==> config.mk <==
export PLATFORM = sky130hd
export DESIGN_NAME = sysref_window_and_autocal
export DESIGN_NICKNAME = d
export VERILOG_FILES = /design/src/shared/ref_window_pkg.sv /design/src/verilog/signal_sync.sv /design/src/verilog/ref_position_detector.sv /design/src/verilog/sysref_window_and_autocal.sv
export SDC_FILE = /design/constraint.sdc
export NUM_CORES = 1
export LEC_CHECK = 0
export BUFFER_PORTS_ARGS = -buffer_cell sky130_fd_sc_hd__buf_2
export CAP_MARGIN = 25
export CORE_MARGIN = 2
export CORE_UTILIZATION = 58
export DETAILED_ROUTE_END_ITERATION = 7
export GPL_TIMING_DRIVEN = 0
export PLACE_DENSITY = 0.86
export SYNTH_ARGS = -nofsm -noshare
export SYNTH_HDL_FRONTEND = slang
export SYNTH_SLANG_ARGS = --single-unit
export TNS_END_PERCENT = 20
==> constraint.sdc <==
create_clock -name pclk -period 3.85 [get_ports pclk]
set_input_delay 0.77 -clock pclk [delete_from_list [all_inputs] [get_ports pclk]]
set_output_delay 0.77 -clock pclk [all_outputs]
set_load 0.1 [all_outputs]
==> src/shared/ref_window_pkg.sv <==
package ref_window_pkg;

   // ****************************************
   // widths and counts
   // ****************************************
   localparam int MAP_W = 24;
   localparam int SEL_W = 4;
   localparam int DLY_W = 8;
   localparam int TAD_W = 2 * DLY_W + 1;
   localparam int MIN_EDGES = 3;
   localparam int ADDR_W = 16;

   // ****************************************
   // register indices, byte address is four times the index
   // ****************************************
   localparam logic [11:0] IDX_CLK_CTRL = 12'h029;
   localparam logic [11:0] IDX_CAL_EN = 12'h02A;
   localparam logic [11:0] IDX_CAL_CFG = 12'h02B;
   localparam logic [11:0] IDX_POS_LOW = 12'h02C;
   localparam logic [11:0] IDX_POS_MID = 12'h02D;
   localparam logic [11:0] IDX_POS_HIGH = 12'h02E;
   localparam logic [11:0] IDX_CAL_STAT = 12'h02F;
   localparam logic [11:0] IDX_FOUND = 12'h030;
   localparam logic [11:0] IDX_TAD = 12'h031;

   // ****************************************
   // field positions and reset values
   // ****************************************
   localparam int CTRL_SEL_LSB = 0;
   localparam int CTRL_ZOOM_BIT = 4;
   localparam int EN_BIT = 0;
   localparam int STAT_DONE_BIT = 0;
   localparam int STAT_VALID_BIT = 1;
   localparam int STAT_BUSY_BIT = 2;
   localparam int APERTURE_DELAY_FINE_LSB = 0;
   localparam int APERTURE_DELAY_COARSE_LSB = 8;
   localparam int APERTURE_CLOCK_INVERT_BIT = 16;
   localparam logic [SEL_W-1:0] SEL_RST = 4'h0;
   localparam logic ZOOM_RST = 1'b0;
   localparam logic [7:0] CFG_RST = 8'h04;
   localparam logic [TAD_W-1:0] TAD_RST = 17'h00000;

   // autocal sequencer states
   typedef enum logic [1:0] {
      CAL_IDLE,
      CAL_SETTLE,
      CAL_JUDGE,
      CAL_DONE
   } cal_state_t;

   // byte address of a register index
   function automatic logic [ADDR_W-1:0] reg_addr(input logic [11:0] idx);
      reg_addr = {2'h0, idx, 2'h0};
   endfunction : reg_addr

endpackage : ref_window_pkg

==> src/verilog/signal_sync.sv <==
`timescale 1ns/10ps
`default_nettype none

// two-stage synchroniser, first stage feeds only the second
module signal_sync #(
   parameter int W = 1
) (
   // clock and reset
   input wire logic clk,
   input wire logic rst_n,
   // data
   input wire logic [W-1:0] d,
   output logic [W-1:0] q
);
   logic [W-1:0] meta_q;

   // ****************************************
   // synchroniser stages
   // ****************************************
   always_ff @(posedge clk or negedge rst_n) begin
      if (!rst_n) begin
         meta_q <= '0;
         q <= '0;
      end else begin
         meta_q <= d;
         q <= meta_q;
      end
   end

   initial begin
      if (W < 1) $error("signal_sync: W must be positive");
   end
endmodule : signal_sync

`default_nettype wire

==> src/verilog/ref_position_detector.sv <==
`timescale 1ns/10ps
`default_nettype none

// builds the violation map from tap snapshots taken at each reference edge
module ref_position_detector
   import ref_window_pkg::*;
#(
   parameter int N = MAP_W
) (
   // clock and reset
   input wire logic clk,
   input wire logic rst_n,
   // sampling
   input wire logic ref_rise,
   input wire logic restart,
   input wire logic [N-1:0] taps,
   // result
   output logic [N-1:0] map,
   output logic valid
);
   localparam int CW = $clog2(MIN_EDGES + 1);
   logic [N-1:0] prev_q, acc_q, acc_d;
   logic [CW-1:0] cnt_q;
   wire [N-1:0] edge_near = taps ^ {taps[N-2:0], taps[0]};
   wire [N-1:0] unstable = (cnt_q != '0) ? (taps ^ prev_q) : '0;
   wire [N-1:0] ends = {1'b1, {(N-2){1'b0}}, 1'b1};
   wire sat = (cnt_q == CW'(MIN_EDGES));

   // a bit turns one on a transition next to it or on jitter between edges
   assign acc_d = restart ? '0 : ref_rise ? (acc_q | edge_near | unstable) : acc_q;

   // ****************************************
   // accumulation
   // ****************************************
   always_ff @(posedge clk or negedge rst_n) begin
      if (!rst_n) begin
         prev_q <= '0;
         acc_q <= '0;
         cnt_q <= '0;
         map <= '0;
         valid <= 1'b0;
      end else begin
         prev_q <= ref_rise ? taps : prev_q;
         acc_q <= acc_d;
         cnt_q <= restart ? '0 : (ref_rise && !sat) ? cnt_q + 1'b1 : cnt_q;
         map <= acc_d | ends; // edge positions always flagged
         valid <= !restart && (sat || (ref_rise && cnt_q == CW'(MIN_EDGES - 1)));
      end
   end

   initial begin
      if (N != MAP_W) $error("ref_position_detector: map must be 24 wide");
   end
endmodule : ref_position_detector

`default_nettype wire

==> src/verilog/sysref_window_and_autocal.sv <==
// The implementer's own choice: the APB slave port.
`timescale 1ns/10ps
`default_nettype none

// Contract
// - map reports valid only after three reference rising edges were seen.
// - a map bit is one where capturing risks setup or hold violation.
// - 24 map bits over three byte registers, low address smallest delay.
// - selector takes only positions 0 to 15; higher map bits are information.
// - selector value is the binary index of the chosen map bit.
// - map bits 0 and 23 always read one.
// - zoom bit zero gives coarse steps, one gives fine steps.
// - configure first, then set enable; calibration starts on enable rising.
// - search delay until clock falling edge meets reference rising edge.
// - sweep coarse under both polarities, keep smallest coarse value.
// - done flag set when calibration finishes.
// - found inversion, coarse and fine delay readable afterwards.
// - found delay applied until controller disables and writes delay directly.
// - inversion adds half a clock period, independent of coarse and fine.
module sysref_window_and_autocal
   import ref_window_pkg::*;
#(
   parameter int DW = DLY_W
) (
   // apb clock and reset
   input wire logic pclk,
   input wire logic presetn,
   // apb slave
   input wire logic psel,
   input wire logic penable,
   input wire logic pwrite,
   input wire logic [ADDR_W-1:0] paddr,
   input wire logic [31:0] pwdata,
   output logic [31:0] prdata,
   output logic pready,
   output logic pslverr,
   // analog samplers, asynchronous
   input wire logic ref_in,
   input wire logic [MAP_W-1:0] tap_sample,
   input wire logic fall_after_ref,
   // delay line and capture controls
   output logic [SEL_W-1:0] ref_capture_instant_select,
   output logic ref_delay_step_fine,
   output logic aperture_clock_invert,
   output logic [DW-1:0] aperture_delay_coarse,
   output logic [DW-1:0] aperture_delay_fine
);

   // ****************************************
   // pin synchronisation
   // ****************************************
   logic ref_s, fall_s, ref_prev_q;
   logic [MAP_W-1:0] taps_s;

   signal_sync #(.W(MAP_W + 2)) u_sync (
      .clk(pclk),
      .rst_n(presetn),
      .d({ref_in, fall_after_ref, tap_sample}),
      .q({ref_s, fall_s, taps_s})
   );

   wire ref_rise = ref_s && !ref_prev_q;

   // ****************************************
   // apb decode
   // ****************************************
   wire setup = psel && !penable;
   wire wr = psel && penable && pready && pwrite;
   wire hit_ctrl = paddr == reg_addr(IDX_CLK_CTRL);
   wire hit_en = paddr == reg_addr(IDX_CAL_EN);
   wire hit_cfg = paddr == reg_addr(IDX_CAL_CFG);
   wire hit_low = paddr == reg_addr(IDX_POS_LOW);
   wire hit_mid = paddr == reg_addr(IDX_POS_MID);
   wire hit_high = paddr == reg_addr(IDX_POS_HIGH);
   wire hit_stat = paddr == reg_addr(IDX_CAL_STAT);
   wire hit_found = paddr == reg_addr(IDX_FOUND);
   wire hit_tad = paddr == reg_addr(IDX_TAD);
   wire mapped = hit_ctrl || hit_en || hit_cfg || hit_low || hit_mid || hit_high
      || hit_stat || hit_found || hit_tad;

   // ****************************************
   // control registers
   // ****************************************
   logic [SEL_W-1:0] sel_q;
   logic zoom_q, en_q, en_prev_q, manual_q, done_q;
   logic [7:0] cfg_q;
   logic [TAD_W-1:0] tad_q, found_q;
   logic [MAP_W-1:0] map;
   logic map_valid;

   // only the low four bits land, positions 16 and up are unreachable
   always_ff @(posedge pclk or negedge presetn) begin
      if (!presetn) begin
         sel_q <= SEL_RST;
         zoom_q <= ZOOM_RST;
         en_q <= 1'b0;
         cfg_q <= CFG_RST;
         tad_q <= TAD_RST;
      end else begin
         if (wr && hit_ctrl) begin
            sel_q <= pwdata[CTRL_SEL_LSB +: SEL_W];
            zoom_q <= pwdata[CTRL_ZOOM_BIT];
         end
         if (wr && hit_en) en_q <= pwdata[EN_BIT];
         if (wr && hit_cfg) cfg_q <= pwdata[7:0];
         if (wr && hit_tad) tad_q <= pwdata[TAD_W-1:0];
      end
   end

   // a zoom change moves every tap, so the old map means nothing
   wire map_restart = wr && hit_ctrl && (pwdata[CTRL_ZOOM_BIT] != zoom_q);

   ref_position_detector #(.N(MAP_W)) u_detect (
      .clk(pclk),
      .rst_n(presetn),
      .ref_rise(ref_rise),
      .restart(map_restart),
      .taps(taps_s),
      .map(map),
      .valid(map_valid)
   );

   // ****************************************
   // autocal sequencer
   // ****************************************
   cal_state_t state_q, state_d;
   logic inv_q, inv_d, fine_ph_q, fine_ph_d;
   logic [DW-1:0] coarse_q, coarse_d, fine_q, fine_d, best_q, best_d;
   logic [7:0] ecnt_q, ecnt_d;
   logic [1:0] guard_q;

   localparam logic [DW-1:0] DMAX = '1;
   wire start = en_q && !en_prev_q;
   wire busy = state_q == CAL_SETTLE || state_q == CAL_JUDGE;
   // comparator lags a delay change by three cycles, earlier edges would judge stale phase
   wire settled = &guard_q;
   wire [7:0] settle_n = (cfg_q == 8'h00) ? 8'h01 : cfg_q;
   wire coarse_hit = fall_s || coarse_q == DMAX;
   wire fine_hit = fall_s || fine_q == DMAX;
   // polarity one wins only with a strictly smaller coarse value
   wire pick_inv = coarse_q < best_q;
   wire [DW-1:0] pick_c = pick_inv ? coarse_q : best_q;

   always_comb begin
      state_d = state_q;
      inv_d = inv_q;
      fine_ph_d = fine_ph_q;
      coarse_d = coarse_q;
      fine_d = fine_q;
      best_d = best_q;
      ecnt_d = ecnt_q;
      case (state_q)
         CAL_IDLE, CAL_DONE: begin
            if (start) begin
               state_d = CAL_SETTLE;
               inv_d = 1'b0;
               fine_ph_d = 1'b0;
               coarse_d = '0;
               fine_d = '0;
               ecnt_d = 8'h00;
            end
         end
         CAL_SETTLE: begin
            // wait for the delay line to settle over several reference edges
            if (ref_rise && settled) ecnt_d = ecnt_q + 8'h01;
            if (ref_rise && settled && ecnt_q + 8'h01 >= settle_n) state_d = CAL_JUDGE;
         end
         CAL_JUDGE: begin
            state_d = CAL_SETTLE;
            ecnt_d = 8'h00;
            if (!fine_ph_q && !coarse_hit) begin
               coarse_d = coarse_q + 1'b1;
            end else if (!fine_ph_q && !inv_q) begin
               best_d = coarse_q; // normal polarity done, try inverted
               inv_d = 1'b1;
               coarse_d = '0;
            end else if (!fine_ph_q) begin
               inv_d = pick_inv;
               coarse_d = (pick_c == '0) ? '0 : pick_c - 1'b1;
               fine_ph_d = 1'b1;
            end else if (!fine_hit) begin
               fine_d = fine_q + 1'b1;
            end else begin
               state_d = CAL_DONE;
            end
         end
         default: state_d = CAL_IDLE;
      endcase
      if (!en_q) state_d = (state_q == CAL_DONE) ? CAL_DONE : CAL_IDLE;
   end

   wire finish = state_q == CAL_JUDGE && state_d == CAL_DONE;

   always_ff @(posedge pclk or negedge presetn) begin
      if (!presetn) begin
         state_q <= CAL_IDLE;
         inv_q <= 1'b0;
         fine_ph_q <= 1'b0;
         coarse_q <= '0;
         fine_q <= '0;
         best_q <= '0;
         ecnt_q <= 8'h00;
         guard_q <= 2'h0;
         ref_prev_q <= 1'b0;
         en_prev_q <= 1'b0;
      end else begin
         state_q <= state_d;
         inv_q <= inv_d;
         fine_ph_q <= fine_ph_d;
         coarse_q <= coarse_d;
         fine_q <= fine_d;
         best_q <= best_d;
         ecnt_q <= ecnt_d;
         guard_q <= (state_q == CAL_SETTLE) ? guard_q + {1'b0, !settled} : 2'h0;
         ref_prev_q <= ref_s;
         en_prev_q <= en_q;
      end
   end

   // ****************************************
   // result, done flag and delay selection
   // ****************************************
   // set wins over the enable-edge clear, though finish needs enable high
   always_ff @(posedge pclk or negedge presetn) begin
      if (!presetn) begin
         done_q <= 1'b0;
         found_q <= TAD_RST;
         manual_q <= 1'b0;
      end else begin
         done_q <= finish || (done_q && en_q == en_prev_q);
         found_q <= finish ? {inv_q, coarse_q, fine_q} : found_q;
         manual_q <= start ? 1'b0 : (wr && hit_tad && !en_q) ? 1'b1 : manual_q;
      end
   end

   // search setting while busy, then found result until a manual override
   wire [TAD_W-1:0] apply_d = busy ? {inv_q, coarse_q, fine_q}
      : manual_q ? tad_q : found_q;

   // ****************************************
   // apb read data and outputs
   // ****************************************
   wire [31:0] stat = {29'h0, busy, map_valid, done_q};
   wire [31:0] rdata = hit_ctrl ? {27'h0, zoom_q, sel_q}
      : hit_en ? {31'h0, en_q}
      : hit_cfg ? {24'h0, cfg_q}
      : hit_low ? {24'h0, map[7:0]}
      : hit_mid ? {24'h0, map[15:8]}
      : hit_high ? {24'h0, map[23:16]}
      : hit_stat ? stat
      : hit_found ? {15'h0, found_q}
      : hit_tad ? {15'h0, tad_q}
      : 32'h0;

   // read data and error latched in the setup cycle, zero-wait access
   always_ff @(posedge pclk or negedge presetn) begin
      if (!presetn) begin
         prdata <= 32'h0;
         pready <= 1'b0;
         pslverr <= 1'b0;
         ref_capture_instant_select <= SEL_RST;
         ref_delay_step_fine <= ZOOM_RST;
         aperture_clock_invert <= 1'b0;
         aperture_delay_coarse <= '0;
         aperture_delay_fine <= '0;
      end else begin
         prdata <= setup ? rdata : prdata;
         pready <= 1'b1;
         pslverr <= setup ? !mapped : pslverr;
         ref_capture_instant_select <= sel_q;
         ref_delay_step_fine <= zoom_q;
         aperture_clock_invert <= apply_d[APERTURE_CLOCK_INVERT_BIT];
         aperture_delay_coarse <= apply_d[APERTURE_DELAY_COARSE_LSB +: DW];
         aperture_delay_fine <= apply_d[APERTURE_DELAY_FINE_LSB +: DW];
      end
   end

   logic [1:0] seen_q;
   always_ff @(posedge pclk or negedge presetn) begin
      if (!presetn) seen_q <= 2'h0;
      else if (map_restart) seen_q <= 2'h0;
      else if (ref_rise && seen_q != 2'h3) seen_q <= seen_q + 2'h1;
   end

   initial begin
      if (DW != DLY_W) $error("delay width must be 8");
   end
endmodule : sysref_window_and_autocal

`default_nettype wire

==> flow_metrics.tcl, run 1 <==
set metrics [dict create \
    crit_buf_inv 2 \
    crit_path_start_kind "register" \
    most-common-layout-cells "dfrtp_1, nand2_1, buf_2" \
    gr-usage-all-layers_pct 26.52 \
    period_needed_ps 3669 \
    crit_fanout 10 \
    postSynthAreaPerCell_um2 10.41 \
    synth_area_mm2 0.01083 \
    ys_types 72 \
    ys_warn_count 0 \
    holdCritPathClass "in -> async" \
    arrival_ps 4020 \
    io_buffers 102 \
    rows 49 \
    startpoint "best_q[7]" \
    status "completed" \
    crit_required_ps 4200 \
    drive_above_1_share_pct 19.18 \
    drc_errors 0 \
    cts_tree "yes" \
    ff2ff_setup_slack_ps 180 \
    hpwl_um 18580 \
    grt_setup_unrepaired "no" \
    drt-vias-per-instance 5.828 \
    antenna_cells 0 \
    synth_seq_cells 228 \
    yosysSeqAreaShare_pct 52.68 \
    drt-initial-drc-count 700 \
    root_buffer "clkbuf_16" \
    slowest_stage "or4b_4" \
    multi_input_area_mm2 0.004760 \
    worst_pin_slew_ps 852.5 \
    p_leak_nw 6.096 \
    synth_async_sr_flop_share_pct 100.0 \
    peakVddDrop_mv 0.4545 \
    worstPathCellList "inv_1 -> ha_1 -> nand4_1 -> o31ai_4 -> clkbuf_4 -> mux2i_1 -> ha_1 -> or4b_4 -> nor4_4 -> a21oi_1 -> mux2_2 -> nand3_1 -> o311ai_0" \
    max_cap_violations 0 \
    postRouteAntennaNets 0 \
    core_mm2 0.01815 \
    numCtsBuffers 24 \
    wl_per_cell_um 18.27 \
    overflow 0 \
    synth_flop_cell "dfrtp_1" \
    area_growth_syn_to_layout_pct 15.65 \
    fp.dieArea_mm2 0.01979 \
    routabilityCongestion 0.9032 \
    finalSetupViolations 0 \
    synth_edf_count 0 \
    fillers 1323 \
    final_nets 1289 \
    hold_viol 0 \
    fin_skew_ps 11.46 \
    ioPinCount 135 \
    htree_levels 1 \
    clock_path_buffers 3 \
    powerDensity_mw_per_mm2 426.1 \
    grt_pass1_vias 8197 \
    cts_num_sinks 228 \
    die_h_um 140.7 \
    fmaxAchievable_ghz 0.2725 \
    endpoint_kind "register" \
    crit_top_cell "ha_1" \
    hold_ws_ps 281.3 \
    max_slew_margin_pct 43.17 \
    final_util_pct 69.04 \
    antenna_found_initial 1 \
    netlist.area_leader.share_pct 52.44 \
    cp_top_family "simple AND/OR/NAND/NOR gates" \
    slew_violations 0 \
    synth_largest_area_cell "dfrtp_1" \
    synthCells 1041 \
    routed_wl_um 26100 \
    r2r_cells 13 \
    grt_pass1_wl_um 41960 \
    vias 8322 \
    initial_core_util_pct 59.69 \
    synthTopCellsByArea "dfrtp_1, nand2_1, mux2_2" \
    seqCellArea_mm2 0.005708 \
    fin_crit_sh_pct 95.31 \
    rr_endpoint "coarse_q[4]" \
    timing.rr.start "best_q[7]" \
    max_stage_delay_ps 540 \
    clk_latency_ps 510 \
    crit_type "reg -> reg" \
    layout_commonest_cell "dfrtp_1" \
    path_clk_slew_ps 60 \
    grt_max_degree 119 \
    chipWidth_um 140.7 \
    firstDrtPassIters 5 \
]
==> per-layer routing <==
layer,part of all wire [%],track usage (%),wire length (µm)
met1,43,37.20,11200
met2,46,42.54,12090
met3,7.1,4.110,1857
met4,3.6,9.421,930
met5,0.061,0,16
==> cell families after synthesis <==
group / after synthesis / share of synthesized area, %
AOI/OAI and AO/OA: 199 / 10.80
xor gates and xnor gates: 56 / 4.528
adders and majority gates: 26 / 3.003
buffers and inverters: 98 / 4.227
DFF: 228 / 52.68
muxes: 99 / 10.09
other: 2 / 0.06933
and+or+nand+nor: 333 / 14.60
==> registers in the layout, summed over array words and instances (netlist names), 4 cells and up <==
signal,cells
ecnt_q,8
fine_q,8
tad_q,17
sel_q,4
coarse_q,8
best_q,8
u_detect.prev_q,22
u_sync.meta_q,25
cfg_q,8
aperture_delay_coarse,8
aperture_delay_fine,8
u_sync.q,25
prdata,17
u_detect.map,23
ref_capture_instant_select,4
found_q,17
==> synthesized netlist by cell type, drive strengths merged, types with 4 or more instances <==
cell type  instances
dfrtp            227
nand2            142
nor2              87
o21ai             83
a21oi             60
xnor2             53
mux2              52
mux2i             47
clkbuf            38
inv               31
buf               29
ha                26
nand3             25
nor3              12
nand2b             9
nor4               9
and3               8
o31ai              8
nor2b              7
o211ai             7
nand4              6
a221oi             5
a31oi              5
nor3b              5
or3                5
a211oi             4
a22oi              4
and2               4
o21a               4
==> through the flow <==
| step | power, W | setup TNS [ps] | instance area (µm²) | cells | worst slack (ps) |
|---|---|---|---|---|---|
| finish | 0.005339 | 0 | 12530 | 1428 | 180.7 |
| global route | 0.005511 | 0 | 12530 | 1428 | 8.481 |
| CTS | 0.005355 | 0 | 12510 | 1428 | 42.83 |
| detailed placement | 0.003114 | -1071 | 11720 | 1387 | -305.0 |
| global placement | 0.003084 | -387800 | 11680 | 1386 | -1720 |
| floorplan | 0.002914 | 0 | 10890 | 1055 | 423.4 |
==> report_power, final <==
group / switching (W) / leakage [nW] / internal [W]
sequential: 0.0000609 / 2.86 / 0.00248
clock: 0.000902 / 0.372 / 0.00136
combinational: 0.000385 / 2.87 / 0.000158
total: 0.00135 / 6.10 / 0.00399
==> cell type report <==
cell class	count	share of cell area, %
plain buffers	67	2.746
clock buffers	35	5.453
clock inverters	6	0.6591
inverters	31	0.9288
multi-input cells	729	37.99
flip-flops and latches	228	45.56
well taps	229	2.287
repair buffers	103	4.374
==> worst max path at each step <==
stage	end	slack (ps)	cells past startpoint
after CTS	coarse_q[4]	40	13
after global routing	coarse_q[4]	8	14
after floorplan	coarse_q[4]	420	14
after detailed placement	coarse_q[4]	-310	12
after global placement	ecnt_q[7]	-1720	1
final	coarse_q[4]	180	13
==> what timing repair did <==
action	4_1_cts	5_1_grt
pin swaps	0	0
gates resized for setup	5	4
setup endpoints to repair	6	14
buffers inserted	0	0
hold buffers	0	0
Note: power is estimated with default switching activity, not from simulation.
==> run 2: changes to the inputs <==
- CORE_MARGIN: 2 -> 8
- SETUP_SLACK_MARGIN: unset -> 0.2
==> run 2 against run 1 <==
Net effect: design area up 1.2%; critical endpoint unchanged; sequential share of layout area decreased by 0.56 points; count of clock-buffer cells in the layout fell by 2; die area grew 18%; combinational power is 2% lower; register-to-register slack improved by 170 ps; wire length up 2.6%; fmax up 5.0%; critical path depth is 1 higher; setup slack better by 170 ps; highest routed layer unchanged; global-route usage decreased by 3.6 points.
==> flow_metrics.tcl, run 2 (synthesis gave the netlist of run 1 again) <==
set metrics [dict create \
    status "completed" \
    peakVddDrop_mv 0.3972 \
    routabilityCongestion 0.9325 \
    initial_core_util_pct 58.50 \
    drive_above_1_share_pct 20.20 \
    layout_commonest_cell "dfrtp_1" \
    wl_per_cell_um 18.64 \
    place_ws_ps -279.3 \
    r2r_cells 14 \
    grt_max_degree 92 \
    postRouteAntennaNets 0 \
    timing.rr.start "best_q[2]" \
    final_util_pct 68.49 \
    cts_tree "yes" \
    area_growth_syn_to_layout_pct 17.08 \
    drt-initial-drc-count 584 \
    hold_buffers 0 \
    ff2ff_setup_slack_ps 350 \
    max_cap_violations 0 \
    grt_pass1_vias 8597 \
    cp_top_family "simple AND/OR/NAND/NOR gates" \
    holdCritPathClass "in -> async" \
    endpoint_kind "register" \
    die_h_um 152.7 \
    ioPinCount 135 \
    worstPathCellList "inv_1 -> ha_1 -> o21a_1 -> nor2_1 -> o31ai_4 -> buf_6 -> mux2i_2 -> ha_2 -> or4b_4 -> nor4_4 -> a21oi_1 -> mux2_2 -> nand3_1 -> o311ai_0" \
    startpoint "best_q[2]" \
    crit_required_ps 4190 \
    fin_skew_ps 28.72 \
    hold_viol 0 \
    crit_path_start_kind "register" \
    timing.final.ws_setup_ps 353.8 \
    fillers 1332 \
    rows 50 \
    cts_num_sinks 228 \
    grt_setup_unrepaired "yes" \
    final_nets 1291 \
    reg.largest.list "u_sync.meta_q x25, u_sync.q x25, u_detect.map x23" \
    clk_latency_ps 530 \
    antenna_cells 0 \
    root_buffer "clkbuf_16" \
    seqCellArea_mm2 0.005708 \
    routed_wl_um 26780 \
    multi_input_area_mm2 0.004785 \
    crit_fanout 10 \
    htree_levels 1 \
    max_stage_delay_ps 530 \
    finalSetupViolations 0 \
    powerDensity_mw_per_mm2 433.3 \
    cp-endpoint "coarse_q[4]" \
    firstDrtPassIters 6 \
    rr_endpoint "coarse_q[4]" \
    slew_violations 0 \
    clock_path_buffers 3 \
    gr-usage-all-layers_pct 22.89 \
    drc_errors 0 \
    io_buffers 102 \
    arrival_ps 3840 \
    grt_pass1_wl_um 43750 \
    antenna_found_initial 1 \
    numCtsBuffers 24 \
    vias 8291 \
    fin_crit_sh_pct 90.81 \
    max_slew_margin_pct 50.12 \
    crit_cells 14 \
    period_needed_ps 3496 \
    overflow 0 \
    crit_type "reg -> reg" \
    hpwl_um 19390 \
    crit_buf_inv 2 \
    drt-vias-per-instance 5.770 \
    p_leak_nw 6.145 \
    path_clk_slew_ps 60 \
    most-common-layout-cells "dfrtp_1, nand2_1, buf_2" \
    core_mm2 0.01852 \
    slowest_stage "or4b_4" \
    fmaxAchievable_ghz 0.2860 \
    chipWidth_um 152.7 \
    fp.dieArea_mm2 0.02331 \
    worst_pin_slew_ps 741.4 \
]
==> run 2: stage by stage <==
step                total power [W]  setup TNS, ps  area, µm²  cells  hold slack (ps)
floorplan                  0.002914              0      10890   1055            331.2
global placement           0.003083        -401110      11690   1391            331.7
detailed placement         0.003106         -921.8      11750   1393            334.7
CTS                        0.005537              0      12640   1436            195.0
global route               0.005681              0      12680   1437            204.2
finish                     0.005495              0      12680   1437            173.3
==> run 2: worst register-to-register path: stages, from the launching register on <==
cell	delay (ps)
dfrtp_1	450
inv_1	100
ha_1	280
o21a_1	120
nor2_1	60
o31ai_4	280
buf_6	190
mux2i_2	260
ha_2	280
or4b_4	530
nor4_4	220
a21oi_1	70
mux2_2	280
nand3_1	80
o311ai_0	130
==> run 2: cell type report <==
type | instances | share of cell area (%)
multi-input cells | 729 | 37.72
flip-flops and latches | 228 | 45.00
clock buffers | 33 | 5.554
clock inverters | 10 | 1.154
inverters | 31 | 0.9174
repair buffers | 105 | 4.597
well taps | 234 | 2.308
plain buffers | 67 | 2.742
==> run 2: how the worst min path moves through the flow <==
stage                    to  slack [ps]
2_1_floorplan   u_sync.q[0]         330
3_3_place_gp   u_sync.q[11]         330
3_5_place_dp   u_sync.q[12]         330
4_1_cts           best_q[2]         200
5_1_grt           best_q[5]         200
6_report          best_q[5]         170
==> run 2: report_power, final <==
group	internal [W]	switching (W)	leakage [nW]	total [W]
Combinational	0.000160	0.000370	2.88	0.000530
Sequential	0.00248	0.0000597	2.86	0.00254
Clock	0.00148	0.000946	0.406	0.00243
==> run 2: metal layers <==
layer | up-vias | share of wire, % | track usage, %
met5 | - | 0.049 | 0
met4 | 2 | 2.4 | 7.022
met3 | 55 | 7.4 | 5.559
met2 | 312 | 49 | 38.74
met1 | 4064 | 41 | 28.57
li1 | 3858 | - | -
==> run 2: timing repair <==
item | CTS | global route
pin swaps | 0 | 1
setup endpoints to repair | 7 | 15
gates resized for setup | 9 | 5
hold endpoints to repair | 0 | 0
setup buffers | 0 | 1
